**config.mk**
```make
export PLATFORM = sky130hd
export DESIGN_NAME = wwd_top
export DESIGN_NICKNAME = d
export VERILOG_FILES = /design/src/verilog/wwd_pkg.sv /design/src/verilog/wwd_presc.sv /design/src/verilog/wwd_top.sv
export SDC_FILE = /design/constraint.sdc
export NUM_CORES = 1
export LEC_CHECK = 0
export BUFFER_PORTS_ARGS = -buffer_cell sky130_fd_sc_hd__buf_2
export CORE_MARGIN = 2
export CORE_UTILIZATION = 35
export CTS_CLUSTER_DIAMETER = 60
export DETAILED_ROUTE_END_ITERATION = 7
export PLACE_DENSITY = 0.69
export SLEW_MARGIN = 20
export SYNTH_ARGS = -nofsm -noshare
export SYNTH_HDL_FRONTEND = slang
export SYNTH_HIERARCHICAL = 1
export SYNTH_SLANG_ARGS = --single-unit
```
**constraint.sdc**
```tcl
create_clock -name CLOCK_I -period 1.7 [get_ports CLOCK_I]
set_input_delay 0.17 -clock CLOCK_I [delete_from_list [all_inputs] [get_ports CLOCK_I]]
set_output_delay 0.17 -clock CLOCK_I [all_outputs]
set_load 0.01 [all_outputs]
```
**src/verilog/wwd_pkg.sv**
```systemverilog
package wwd_pkg;
    // Counter and prescaler geometry
    localparam int CNT_W = 12;
    localparam int PRESC_DIV = 128;
    localparam int PRESC_W = 7;

    // One-time mode register layout and reset value
    localparam logic [31:0] MODE_RESET = 32'h3FFF_2FFF;
    localparam int LOAD_LSB = 0;
    localparam int LOAD_MSB = 11;
    localparam int FIEN_BIT = 12;
    localparam int RSTEN_BIT = 13;
    localparam int RPROC_BIT = 14;
    localparam int DIS_BIT = 15;
    localparam int DELTA_LSB = 16;
    localparam int DELTA_MSB = 27;
    localparam int DBGHLT_BIT = 28;
    localparam int IDLEHLT_BIT = 29;

    // Keyed control register layout
    localparam int KEY_LSB = 24;
    localparam int KEY_MSB = 31;
    localparam logic [7:0] KEY_VALUE = 8'hA5;
    localparam int RESTART_BIT = 0;

    // Status layout
    localparam int UNF_BIT = 0;
    localparam int ERR_BIT = 1;

    // Mode register write lock
    typedef enum logic [1:0] {
        WWD_ST_OPEN = 2'b01,
        WWD_ST_LOCKED = 2'b10
    } wwd_lock_t;

    // Restart permitted while the counter sits at or below delta
    function automatic logic wwd_in_window(input logic [CNT_W-1:0] cnt,
                                           input logic [CNT_W-1:0] delta);
        wwd_in_window = (cnt <= delta);
    endfunction
endpackage

```
**src/verilog/wwd_presc.sv**
```systemverilog
module wwd_presc #(
    parameter int DIV = wwd_pkg::PRESC_DIV,
    parameter int W = wwd_pkg::PRESC_W
) (
    // Clock and reset
    input wire logic clk_i,
    input wire logic rst_n_i,
    // Control
    input wire logic clear_i,
    input wire logic run_i,
    // Divided tick
    output logic tick_o
);
    logic [W-1:0] cnt;
    logic [W-1:0] next_cnt;
    logic next_tick;
    localparam logic [W-1:0] LAST = W'(DIV - 1);
    localparam logic [W-1:0] ONE = W'(1);

    // Count while running, restart on clear, pulse on wrap
    always_comb begin
        next_cnt = cnt;
        next_tick = 1'b0;
        if (clear_i) begin
            next_cnt = '0;
        end else if (run_i) begin
            if (cnt == LAST) begin
                next_cnt = '0;
                next_tick = 1'b1;
            end else begin
                next_cnt = cnt + ONE;
            end
        end
    end

    // Divider state
    always_ff @(posedge clk_i or negedge rst_n_i) begin
        if (!rst_n_i) begin
            cnt <= '0;
            tick_o <= 1'b0;
        end else begin
            cnt <= next_cnt;
            tick_o <= next_tick;
        end
    end
endmodule // wwd_presc

```
**src/verilog/wwd_top.sv**
```systemverilog
// Operation
// RL1 - 12-bit down counter loads from the mode register load field.
// RL2 - Counter steps at clock divided by 128.
// RL3 - After reset mode holds load 0xFFF with fault reset enabled.
// RL4 - Software disables the watchdog or reprograms its timeout.
// RL5 - Only the first mode write is taken until the next reset.
// RL6 - The accepted mode write reloads and restarts the counter.
// RL7 - Valid restart reloads counter and restarts the 128 divider.
// RL8 - Control writes with a wrong key are ignored.
// RL9 - Control key in the upper byte must be 0xA5.
// RL10 - Underflow sets sticky flag; fault follows when reset enabled.
// RL11 - Software restarts only with counter between zero and delta.
// RL12 - Restart above delta sets error and fault, even if disabled.
// RL13 - Delta at or above load value accepts restarts everywhere.
// RL14 - Interrupt follows either flag when fault interrupt enabled.
// RL15 - Watchdog reset clears the processor, block and both flags.
// RL16 - Status read or reset clears flags, interrupt and fault.
// RL17 - Counter stops in debug or idle per the halt bits.
// RL18 - Debug halt bit one stops the counter in debug state.
// RL19 - Processor-only select limits the fault to processor reset.
// RL20 - Tick decrements when enabled; tick at zero is underflow.
module wwd_top #(
    parameter int CNT_W = wwd_pkg::CNT_W,
    parameter int PRESC_DIV = wwd_pkg::PRESC_DIV
) (
    // Clock and reset
    input wire logic CLOCK_I,
    input wire logic RST_N_I,
    // Mode register write and readback
    input wire logic MODE_WR_I,
    input wire logic [31:0] MODE_DATA_I,
    output logic [31:0] MODE_O,
    // Keyed control register write
    input wire logic CTRL_WR_I,
    input wire logic [31:0] CTRL_DATA_I,
    // Status register read
    input wire logic STATUS_RD_I,
    output logic [1:0] STATUS_O,
    // Processor state
    input wire logic DEBUG_I,
    input wire logic IDLE_I,
    // Counter, interrupt and fault
    output logic [CNT_W-1:0] COUNT_O,
    output logic INT_O,
    output logic FAULT_O,
    output logic FAULT_PROC_ONLY_O
);
    logic rst_meta;
    logic rst_sync;
    logic tick;
    logic presc_clear;
    logic presc_run;
    logic [31:0] mode;
    logic [31:0] next_mode;
    wwd_pkg::wwd_lock_t lock_state;
    wwd_pkg::wwd_lock_t next_lock_state;
    logic [CNT_W-1:0] count;
    logic [CNT_W-1:0] next_count;
    logic unf_flag;
    logic err_flag;
    logic fault;
    logic irq;
    logic proc_only;
    logic next_unf_flag;
    logic next_err_flag;
    logic next_fault;
    logic next_irq;
    logic next_proc_only;
    logic [CNT_W-1:0] load_val;
    logic [CNT_W-1:0] delta_val;
    logic mode_acc;
    logic key_ok;
    logic restart;
    logic restart_ok;
    logic restart_err;
    logic halted;
    logic enabled;
    logic tick_now;
    logic underflow;
    localparam logic [CNT_W-1:0] CNT_ONE = CNT_W'(1);
    localparam logic [CNT_W-1:0] CNT_ZERO = '0;
    localparam int GAP_W = wwd_pkg::PRESC_W + 1;
    localparam logic [GAP_W-1:0] GAP_FULL = GAP_W'(PRESC_DIV);
    logic [GAP_W-1:0] run_gap;
    logic [GAP_W-1:0] next_run_gap;

    // Reset release through two flops
    always_ff @(posedge CLOCK_I or negedge RST_N_I) begin
        if (!RST_N_I) begin
            rst_meta <= 1'b0;
            rst_sync <= 1'b0;
        end else begin
            rst_meta <= 1'b1;
            rst_sync <= rst_meta;
        end
    end

    // Mode field decode
    assign load_val = mode[wwd_pkg::LOAD_MSB:wwd_pkg::LOAD_LSB]; // [RL1]
    assign delta_val = mode[wwd_pkg::DELTA_MSB:wwd_pkg::DELTA_LSB];
    assign enabled = !mode[wwd_pkg::DIS_BIT];

    // Halt selection from debug and idle
    assign halted = (DEBUG_I && mode[wwd_pkg::DBGHLT_BIT]) // [RL17] [RL18]
        || (IDLE_I && mode[wwd_pkg::IDLEHLT_BIT]); // [RL17]

    // Command decode
    assign mode_acc = MODE_WR_I
        && (lock_state == wwd_pkg::WWD_ST_OPEN); // [RL5]
    assign key_ok = CTRL_DATA_I[wwd_pkg::KEY_MSB:wwd_pkg::KEY_LSB]
        == wwd_pkg::KEY_VALUE; // [RL8] [RL9]
    assign restart = CTRL_WR_I && key_ok
        && CTRL_DATA_I[wwd_pkg::RESTART_BIT];
    assign restart_ok = restart
        && wwd_pkg::wwd_in_window(count, delta_val); // [RL11] [RL13]
    assign restart_err = restart
        && !wwd_pkg::wwd_in_window(count, delta_val); // [RL12]
    assign tick_now = tick && enabled && !halted; // [RL20]
    assign underflow = tick_now && (count == CNT_ZERO)
        && !mode_acc && !restart_ok; // [RL20]

    // Divider restarts on reload, runs only while counting
    assign presc_clear = mode_acc || restart_ok; // [RL7]
    assign presc_run = enabled && !halted; // [RL2] [RL17]

    // Run cycles seen by the divider since its last wrap or clear
    always_comb begin
        next_run_gap = tick ? '0 : run_gap;
        if (presc_clear) begin
            next_run_gap = '0;
        end else if (presc_run) begin
            next_run_gap = next_run_gap + GAP_W'(1);
        end
    end

    // Clock divided by 128
    wwd_presc #(
        .DIV(PRESC_DIV),
        .W(wwd_pkg::PRESC_W)
    ) u_presc (
        .clk_i(CLOCK_I),
        .rst_n_i(rst_sync),
        .clear_i(presc_clear),
        .run_i(presc_run),
        .tick_o(tick)
    );

    // Mode lock and write-once storage
    always_comb begin
        next_mode = mode;
        next_lock_state = lock_state;
        case (lock_state)
            wwd_pkg::WWD_ST_OPEN: begin
                if (MODE_WR_I) begin
                    next_mode = MODE_DATA_I;
                    next_lock_state = wwd_pkg::WWD_ST_LOCKED; // [RL5]
                end
            end
            wwd_pkg::WWD_ST_LOCKED: begin
                next_lock_state = wwd_pkg::WWD_ST_LOCKED; // [RL5]
            end
            default: begin
                next_lock_state = wwd_pkg::WWD_ST_LOCKED;
            end
        endcase
    end

    // Down counter: mode write, then restart, then tick
    always_comb begin
        next_count = count;
        if (mode_acc) begin
            next_count =
                MODE_DATA_I[wwd_pkg::LOAD_MSB:wwd_pkg::LOAD_LSB]; // [RL6]
        end else if (restart_ok) begin
            next_count = load_val; // [RL7]
        end else if (tick_now) begin
            if (count == CNT_ZERO) begin
                next_count = load_val;
            end else begin
                next_count = count - CNT_ONE; // [RL20]
            end
        end
    end

    // Sticky flags, fault and interrupt; a new event beats the read
    always_comb begin
        next_unf_flag = unf_flag;
        next_err_flag = err_flag;
        next_fault = fault;
        next_proc_only = proc_only;
        if (STATUS_RD_I) begin
            next_unf_flag = 1'b0; // [RL16]
            next_err_flag = 1'b0;
            next_fault = 1'b0;
        end
        if (underflow) begin
            next_unf_flag = 1'b1; // [RL10]
            if (mode[wwd_pkg::RSTEN_BIT]) begin
                next_fault = 1'b1; // [RL10]
            end
        end
        if (restart_err) begin
            next_err_flag = 1'b1; // [RL12]
            next_fault = 1'b1; // [RL12]
        end
        if (next_fault && !fault) begin
            next_proc_only = mode[wwd_pkg::RSTEN_BIT]
                && mode[wwd_pkg::RPROC_BIT]; // [RL19]
        end
        next_irq = mode[wwd_pkg::FIEN_BIT]
            && (next_unf_flag || next_err_flag); // [RL14]
    end

    // State registers; any reset restores defaults and clears faults
    always_ff @(posedge CLOCK_I or negedge rst_sync) begin
        if (!rst_sync) begin
            mode <= wwd_pkg::MODE_RESET; // [RL3]
            lock_state <= wwd_pkg::WWD_ST_OPEN;
            count <= wwd_pkg::MODE_RESET[wwd_pkg::LOAD_MSB:wwd_pkg::LOAD_LSB];
            unf_flag <= 1'b0; // [RL15] [RL16]
            err_flag <= 1'b0; // [RL15]
            fault <= 1'b0;
            irq <= 1'b0;
            proc_only <= 1'b0;
            run_gap <= '0;
        end else begin
            mode <= next_mode;
            lock_state <= next_lock_state;
            count <= next_count;
            unf_flag <= next_unf_flag;
            err_flag <= next_err_flag;
            fault <= next_fault;
            irq <= next_irq;
            proc_only <= next_proc_only;
            run_gap <= next_run_gap;
        end
    end

    // Outputs straight from flops
    assign MODE_O = mode;
    assign COUNT_O = count;
    assign STATUS_O = {err_flag, unf_flag};
    assign INT_O = irq;
    assign FAULT_O = fault;
    assign FAULT_PROC_ONLY_O = proc_only;

    // Reset leaves the default mode in place
    AST_RESET_MODE: assert property (@(posedge CLOCK_I) // [RL3]
        $rose(rst_sync) |-> (mode == wwd_pkg::MODE_RESET) && !fault)
        else $error("mode not at default after reset");

    // Second mode write leaves mode unchanged
    AST_MODE_ONCE: assert property (@(posedge CLOCK_I) // [RL5]
        disable iff (!rst_sync)
        MODE_WR_I && (lock_state == wwd_pkg::WWD_ST_LOCKED)
        |=> $stable(mode))
        else $error("locked mode register changed");

    // Accepted mode write loads the new count
    AST_MODE_RELOAD: assert property (@(posedge CLOCK_I) // [RL6]
        disable iff (!rst_sync)
        mode_acc |=> (count == load_val) && (mode == $past(MODE_DATA_I)))
        else $error("mode write did not reload counter");

    // Good restart reloads and restarts the divider
    AST_RESTART: assert property (@(posedge CLOCK_I) // [RL7]
        disable iff (!rst_sync)
        restart_ok && !mode_acc |=> (count == load_val) && !tick)
        else $error("restart did not reload counter");

    // Wrong key never raises the error flag
    AST_BAD_KEY: assert property (@(posedge CLOCK_I) // [RL8]
        disable iff (!rst_sync)
        CTRL_WR_I && !key_ok && !err_flag |=> !err_flag)
        else $error("unkeyed control write had effect");

    // Underflow sets the flag and, when enabled, the fault
    AST_UNDERFLOW: assert property (@(posedge CLOCK_I) // [RL10]
        disable iff (!rst_sync)
        underflow |=> unf_flag
            && (fault || !$past(mode[wwd_pkg::RSTEN_BIT])))
        else $error("underflow not flagged");

    // Restart outside the window is an error and a fault
    AST_WIN_ERR: assert property (@(posedge CLOCK_I) // [RL12]
        disable iff (!rst_sync)
        restart_err |=> err_flag && fault)
        else $error("window error not flagged");

    // Wide window never raises the error
    AST_WIN_OPEN: assert property (@(posedge CLOCK_I) // [RL13]
        disable iff (!rst_sync)
        restart && (delta_val >= load_val) && (count <= load_val)
        |-> !restart_err)
        else $error("restart refused with open window");

    // Interrupt follows the underflow flag under the enable
    AST_IRQ: assert property (@(posedge CLOCK_I) // [RL14]
        disable iff (!rst_sync)
        $rose(unf_flag) && mode[wwd_pkg::FIEN_BIT] |-> INT_O)
        else $error("interrupt missing on flag");

    // Status read with no new event clears flags, fault and interrupt
    AST_STATUS_CLEAR: assert property (@(posedge CLOCK_I) // [RL16]
        disable iff (!rst_sync)
        STATUS_RD_I && !underflow && !restart_err
        |=> !unf_flag && !err_flag && !fault && !INT_O)
        else $error("status read did not clear");

    // Debug halt freezes the counter
    AST_DEBUG_HALT: assert property (@(posedge CLOCK_I) // [RL18]
        disable iff (!rst_sync)
        DEBUG_I && mode[wwd_pkg::DBGHLT_BIT] && !mode_acc && !restart_ok
        |=> $stable(count))
        else $error("counter moved in debug halt");

    // Processor-only select follows the mode at fault onset
    AST_PROC_ONLY: assert property (@(posedge CLOCK_I) // [RL19]
        disable iff (!rst_sync)
        $rose(fault) |-> FAULT_PROC_ONLY_O == ($past(mode[
            wwd_pkg::RSTEN_BIT]) && $past(mode[wwd_pkg::RPROC_BIT])))
        else $error("fault reset scope wrong");

    // Tick steps the counter down by one
    AST_DECREMENT: assert property (@(posedge CLOCK_I) // [RL20]
        disable iff (!rst_sync)
        tick_now && (count != CNT_ZERO) && !mode_acc && !restart_ok
        |=> count == $past(count) - CNT_ONE)
        else $error("counter did not decrement");

    // Every tick follows one full divider period of run cycles
    AST_DIVIDE: assert property (@(posedge CLOCK_I) // [RL2]
        disable iff (!rst_sync)
        tick |-> run_gap == GAP_FULL)
        else $error("divider period wrong");
endmodule // wwd_top

```
==> impl_results.md, run 1 <==
* Status: complete, but fails checks
* Failing checks: negative setup slack
* Routed Wire Length at 9256 um
* Maximum VDD drop at 0.0003881 V
* Critical-path cell list: inv_2 > ha_4 > nor2b_4 > o211ai_1 > a211o_1 > a31oi_4 > o211ai_1 > buf_6 > o21a_1 > a21oi_2
* Clock Tree Root: sky130_fd_sc_hd__clkbuf_8
* Post-synthesis cell count at 354
* Power density over the cells at 890.6 nW/um2
* Deepest clock path buffer count at 2
* Number of violations of the max-capacitance limit at 0
* Type of element capturing the critical path: register
* Instance count after placement with tap cells included at 592
* Worst-path maximum fanout at 18
* Deepest level of the CTS H-tree at 3
* Finish-stage setup viols at 25
* Synth async-reset ratio at 1.000
* Crit path arrival time at 2.68 ns
* Endpoints failing hold at 0
* Synth Warn # at 6
* Largest cells by area after synthesis: sky130_fd_sc_hd__dfstp_2 (32%), sky130_fd_sc_hd__dfrtp_1 (16%), sky130_fd_sc_hd__nand2_1 (9.7%), sky130_fd_sc_hd__ha_1 (5.7%), sky130_fd_sc_hd__o21ai_0 (4.4%)
* Delay contributed by the slowest stage of the critical path at 0.54 ns
* Fraction of final layout cells sized beyond drive strength 1 at 0.4752
* Flop and latch count out of synthesis at 61
* Antenna-violating nets left at 0
* Number of fill cells in the layout at 874
* Height of the die at 101.1 um
* Routed via count at 3,150
* I/O pin cnt at 120
* Drt via density at 5.114
* Number of CTS-inserted buffers at 9
* Worst Setup SP: MODE_O[17]
* Peak clock frequency supported by timing at 416.4 MHz
* Worst-Skew Late Latency at 0.35 ns
* Total Routing Usage GR at 0.1886
* Clock transition time at the flip-flop clock pins of the worst setup and hold paths at 0.07 ns
* Min Clock Period, post-route at 2.402 ns
* Non-filler cells, final at 616
* Critical path class: register to register
* Detailed-router iteration count before antenna repair at 5
* Number of distinct library cell variants in the gate-level netlist after synthesis at 57
* Crit path max-delay family: compound AO/OA/AOI/OAI gates
* Final core utilization at 0.4962
* Layout overhead on the synthesized area at 38.20%
* Leakage power at 2.289 nW
* Die outline width at 101.1 um
* Final worst-path setup slack at -0.7016 ns
* Remaining design rule violation count at 0
* Kind of launch point of the worst setup path: register
* Sinks on Clock Net at 61
* Most frequently used flop master after synthesis: sky130_fd_sc_hd__dfstp_2
* ANT cells at 0
* Unrepaired setup endpoints after global routing: yes
* Number of antenna violations at the first check in global routing at 0
* Worst path slowest cell: sky130_fd_sc_hd__dfstp_2
* Library cell occupying the most area in the post-synthesis netlist: sky130_fd_sc_hd__dfstp_2
* Grt total ovfl at 0
* Final HPWL from detailed placement at 6923 um
* Synth Net Count at 440
* Maximum clock skew at final layout at 0.008671 ns
* Die area at 10,230 um2
* Min-Delay Path Class: primary input to register
* Fin. max-slew vios at 0
* Commonest cells after routing, fill and taps aside: sky130_fd_sc_hd__buf_2 (96), sky130_fd_sc_hd__nand2_1 (85), sky130_fd_sc_hd__buf_4 (48)
* Leading cell type in the layout, fill and taps excluded: sky130_fd_sc_hd__buf_2
* Number of buffers added on ports at 96
* Share of the synthesized area in the top cell type at 0.3183
* Hold path startpoint: MODE_DATA_I[29]
* Initial core utilization at 0.3590
* Global-route wire length before repair at 15,080 um
* Global placement routability congestion at 0.8867
* Number of standard-cell rows in the floorplan at 35
* Period utilisation layout at 1.413
* Vias in the first global route at 3,116
* Total power at 4.064 mW
* Clock tree from TritonCTS: done
* Number of enable-type register cells in the synthesized netlist at 0
* Largest net degree at the start of global routing at 35
* Required time worst endpoint at 1.98 ns
* Wire length per cell at 15.03 um
* Number of buffers and inverters on the critical path at 2
* Core region area at 9196 um2
* Final nets at 586
* Worst flop-to-flop path startpoint: MODE_O[17]
* Share of synthesized area occupied by flip-flops and latches at 0.4775
* Most used cell along the critical path: sky130_fd_sc_hd__o211ai_1
* Average cell area after synthesis at 9.327 um2
* Mapped cell area at 3302 um2
* Drt first-iter violations at 152
-- synth_stat cells (3+ instances only) --
cell type / n
sky130_fd_sc_hd__inv_1: 19
sky130_fd_sc_hd__nor2b_1: 3
sky130_fd_sc_hd__o211ai_1: 5
sky130_fd_sc_hd__dfrtp_1: 21
sky130_fd_sc_hd__a31oi_1: 11
sky130_fd_sc_hd__nor3_1: 7
sky130_fd_sc_hd__xor2_1: 3
sky130_fd_sc_hd__o21ai_0: 29
sky130_fd_sc_hd__clkbuf_1: 8
sky130_fd_sc_hd__o21a_1: 3
sky130_fd_sc_hd__nor2_1: 15
sky130_fd_sc_hd__nand2_1: 85
sky130_fd_sc_hd__nand2b_1: 6
sky130_fd_sc_hd__nand3_1: 6
sky130_fd_sc_hd__a21oi_1: 13
sky130_fd_sc_hd__dfstp_2: 40
sky130_fd_sc_hd__buf_2: 3
sky130_fd_sc_hd__o2bb2ai_1: 3
sky130_fd_sc_hd__ha_1: 15
sky130_fd_sc_hd__buf_6: 3
sky130_fd_sc_hd__xnor2_1: 3
sky130_fd_sc_hd__nand4_1: 4
-- power breakdown --
group          total (mW)  internal [mW]  switching, mW
registers            1.77           1.63          0.140
logic                1.12          0.563          0.553
clock network        1.18          0.601          0.581
-- final timing paths --
kind                            cells after the start          to  slack (ns)
worst min register to register                      1  MODE_O[15]        0.27
worst min-delay path                                3  MODE_O[29]       0.009
max in group asynchronous                           1  MODE_O[24]        1.04
worst max register to register                     10  COUNT_O[0]       -0.70
worst max-delay path                               10  COUNT_O[0]       -0.70
min in group asynchronous                           2    rst_meta        0.13
-- flip-flops by register name, summed over array words and instances (netlist names), 2 cells and up --
signal,flops
MODE_O,32
COUNT_O,12
lock_state,2
u_presc/cnt,7
-- per-stage QoR --
step                      worst slack (ns)  instance area, um2  hold slack (ns)  setup TNS [ns]
after floorplan                    -0.6289                3361          -0.1256          -11.13
after CTS                          -0.6702                4548        0.0006939          -13.70
after global routing               -0.8426                4563          0.01254          -18.00
final                              -0.7016                4563         0.009125          -14.38
after global placement             -0.6631                4244         -0.03798          -13.24
after detailed placement           -0.7368                4244         -0.03714          -14.74
-- tightest hold or removal path: cells and delay by family --
family / cells / cell delay, ns
simple gates: 2 / 0.10
buf+inv: 1 / 0.09
-- logic make-up (layout without fill, tap and decap cells) --
kind of cell | count (synthesis) | after routing | synth area share
AO/OA/AOI/OAI | 85 | 85 | 0.1679
multiplexers | 4 | 4 | 0.01516
XOR/XNOR | 6 | 6 | 0.01592
adder cells (fa/ha/maj) | 15 | 15 | 0.05684
other | 1 | 1 | 0.001136
AND/OR/NAND/NOR | 146 | 147 | 0.2130
flip-flops | 61 | 61 | 0.4775
buffers and inverters | 36 | 186 | 0.05267
-- cell type report --
cell class	count	area, um2	area share
tap	111	138.9	0.03044
clock buffer	12	155.1	0.03400
multi-input combinational	258	1673	0.3666
clock inverter	4	22.52	0.004936
sequential	61	1578	0.3458
timing repair buffer	151	924.6	0.2026
inverter	19	71.32	0.01563
-- layer usage --
| layer | wire [um] | vias up | GRT usage |
|---|---|---|---|
| li1 | - | 1522 | - |
| met1 | 4043 | 1513 | 0.2467 |
| met2 | 4536 | 104 | 0.3179 |
| met3 | 563 | 11 | 0.03451 |
| met4 | 112 | 0 | 0.05925 |
| met5 | 0 | - | 0 |
-- timing repair --
| item | 4_1_cts | 5_1_grt |
|---|---|---|
| buffers inserted | 4 | 0 |
| endpoints found under the hold margin | 4 | 0 |
| endpoints found under the setup margin | 25 | 25 |
| pin swaps | 8 | 1 |
| cloned | 1 | 0 |
| gates resized for setup | 10 | 3 |
| hold buffers | 3 | 0 |
Note: power is estimated with default switching activity, not from simulation.
==> run 2, diff against run 1 <==
PLACE_DENSITY = 0.67   (was 0.69)
clock period = 2.8 ns   (was 1.7 ns; I/O delays follow)
==> impl_results.md, run 2 (synthesized netlist as in run 1, its figures left out) <==
* Status: complete, no violations
* Layout overhead on the synthesized area at 26.26%
* Worst path slowest cell: sky130_fd_sc_hd__dfstp_2
* Die outline width at 101.1 um (unchanged)
* Worst-path maximum fanout at 10 (-8)
* Wire length per cell at 14.11 um (-6.1%)
* Leading cell type in the layout, fill and taps excluded: sky130_fd_sc_hd__buf_2
* Height of the die at 101.1 um (unchanged)
* Worst Tran Pin Value at 0.9116 ns
* Worst-Skew Late Latency at 0.34 ns (about the same)
* Sinks on Clock Net at 61 (unchanged)
* Die area at 10,230 um2 (unchanged)
* Drt via density at 5.057 (-1.1%)
* Met3 demand-to-capacity share in global routing at 0.04141 (+0.006901)
* Number of buffers added on ports at 96 (unchanged)
* Busiest metal layer after global routing: met2
* Commonest cells after routing, fill and taps aside: sky130_fd_sc_hd__buf_2 (96), sky130_fd_sc_hd__nand2_1 (85), sky130_fd_sc_hd__dfstp_2 (40)
* Vias in the first global route at 2,758 (-11%)
* Total Routing Usage GR at 0.1661 (-0.02253)
* ANT cells at 0 (unchanged)
* Max reg flops at 32 (unchanged)
* Delay contributed by the slowest stage of the critical path at 0.53 ns (about the same)
* Number of violations of the max-capacitance limit at 0 (unchanged)
* Total power at 2.424 mW (-40%)
* Core region area at 9196 um2 (unchanged)
* Fin. max-slew vios at 0 (unchanged)
* Routed Wire Length at 8125 um (-12%)
* Number of standard-cell rows in the floorplan at 35 (unchanged)
* Endpoints failing hold at 0 (unchanged)
* Final worst-path setup slack at 0.2637 ns (+0.9653 ns)
* Clock transition time at the flip-flop clock pins of the worst setup and hold paths at 0.07 ns (about the same)
* Kind of launch point of the worst setup path: register
* Number of CTS-inserted buffers at 9 (unchanged)
* Worst slack at placement at 0.2325 ns (+0.9693 ns)
* Number of antenna violations at the first check in global routing at 0 (unchanged)
* Hold slack at 0.1218 ns (+0.1127 ns)
* Clock tree from TritonCTS: done
* Period utilisation layout at 0.9058 (-0.5069)
* Detailed-router iteration count before antenna repair at 4 (-1)
* Final nets at 546 (-6.8%)
* Maximum clock skew at final layout at 0.007538 ns (-0.001132 ns)
* Peak clock frequency supported by timing at 394.3 MHz (-5.3%)
* Critical path class: register to register
* Slew margin rel. at 0.3923
* Deepest clock path buffer count at 2 (unchanged)
* Largest net degree at the start of global routing at 44 (+26%)
* Routed via count at 2,913 (-7.5%)
* Placement Cell Area at 3911 um2 (-7.8%)
* I/O pin cnt at 120 (unchanged)
* Global-route wire length before repair at 13,320 um (-12%)
* Antenna-violating nets left at 0 (unchanged)
* Fraction of final layout cells sized beyond drive strength 1 at 0.4065 (-0.06880)
* Unrepaired setup endpoints after global routing: no
* Final core utilization at 0.4533 (-0.04286)
* Grt total ovfl at 0 (unchanged)
* Min Clock Period, post-route at 2.536 ns (+0.1347 ns)
* Drt first-iter violations at 100 (-34%)
* Clock Tree Root: sky130_fd_sc_hd__clkbuf_8
* Remaining design rule violation count at 0 (unchanged)
* Leakage power at 2.096 nW (-8.4%)
* Initial core utilization at 0.3590 (unchanged)
* Final HPWL from detailed placement at 6007 um (-13%)
* Required time worst endpoint at 3.06 ns (+1.08 ns)
* Instance count after placement with tap cells included at 556 (-6.1%)
* Type of element capturing the critical path: register
* Met1 GRT Util at 0.2194 (-0.02728)
* Final standard cell area without fillers at 4169 um2 (-8.6%)
* Met2 usage at 0.2669 (-0.05094)
* Most used cell along the critical path: sky130_fd_sc_hd__o211ai_1
* Power density over the cells at 581.3 nW/um2 (-35%)
* Maximum VDD drop at 0.0002374 V (-39%)
* Min-Delay Path Class: primary input to register
* Crit path arrival time at 2.80 ns (+0.12 ns)
* Finish-stage setup viols at 0 (-100%)
* Non-filler cells, final at 576 (-6.5%)
* Total negative slack for setup checks at 0 ns (+14.38 ns)
* Critical-path cell list: inv_1 > ha_1 > nor2b_1 > o211ai_1 > a211o_1 > a31oi_2 > o21ai_0 > buf_4 > o211ai_1 > or3_1 > a31oi_1
* Global placement routability congestion at 0.8539 (-3.7%)
* Deepest level of the CTS H-tree at 3 (unchanged)
==> run 2: changes by cell type in the layout (fill, tap and decap cells not counted), moves of 2 or more <==
cell                            change
sky130_fd_sc_hd__a21oi_1            +2
sky130_fd_sc_hd__a21oi_2            -2
sky130_fd_sc_hd__buf_4             -33
sky130_fd_sc_hd__buf_6              -3
sky130_fd_sc_hd__dlygate4sd3_1      -2
sky130_fd_sc_hd__ha_1               +3
sky130_fd_sc_hd__ha_4               -3
sky130_fd_sc_hd__inv_1              +2
sky130_fd_sc_hd__inv_2              -2
sky130_fd_sc_hd__o2111ai_1          +2
sky130_fd_sc_hd__o2111ai_2          -2
sky130_fd_sc_hd__o21ai_0           +11
sky130_fd_sc_hd__o21ai_1           -10
==> run 2: metal layers <==
layer,up-vias,wire length (um)
met5,-,0
met4,0,81
met3,8,492
met2,86,3848
met1,1382,3703
li1,1437,-
==> run 2: final timing paths <==
| check | cells after the start | slack, ns | from | end |
|---|---|---|---|---|
| max | 11 | 0.26 | MODE_O[17] | u_presc/cnt[5] |
| min | 3 | 0.12 | MODE_DATA_I[16] | MODE_O[16] |
| max reg2reg | 11 | 0.26 | MODE_O[17] | u_presc/cnt[5] |
| min reg2reg | 0 | 0.37 | rst_meta | rst_sync |
| max in group asynchronous | 1 | 1.56 | rst_sync | MODE_O[19] |
| min in group asynchronous | 2 | 0.24 | RST_N_I | rst_meta |
==> run 2: power breakdown <==
| group | leakage, nW | internal, mW | switching, mW | total (mW) |
|---|---|---|---|---|
| Combinational | 1.30 | 0.235 | 0.242 | 0.477 |
| Clock | 0.112 | 0.479 | 0.347 | 0.826 |
| Sequential | 0.679 | 0.989 | 0.131 | 1.12 |
==> run 2: worst max-delay path, delay by kind of cell (launching register included) <==
| kind | cells | cell delay (ns) |
|---|---|---|
| AO/OA/AOI/OAI | 6 | 0.95 |
| flip-flops | 1 | 0.53 |
| AND/OR/NAND/NOR | 2 | 0.46 |
| adder cells (fa/ha/maj) | 1 | 0.30 |
| buffers and inverters | 2 | 0.24 |
==> run 2: cell type report <==
class,count,area [um2]
fill,915,5027
sequential,61,1578
multi-input combinational,257,1568
timing repair buffer,112,603.1
clock buffer,12,165.2
tap,111,138.9
inverter,19,71.32
clock inverter,4,45.04
==> run 2: repair_timing <==
item | CTS | global route
resized for setup | 0 | 3
hold buffers | 1 | 0
endpoints found under the setup margin | 0 | 1
buffers inserted | 0 | 3
hold endpoints to repair | 2 | 0
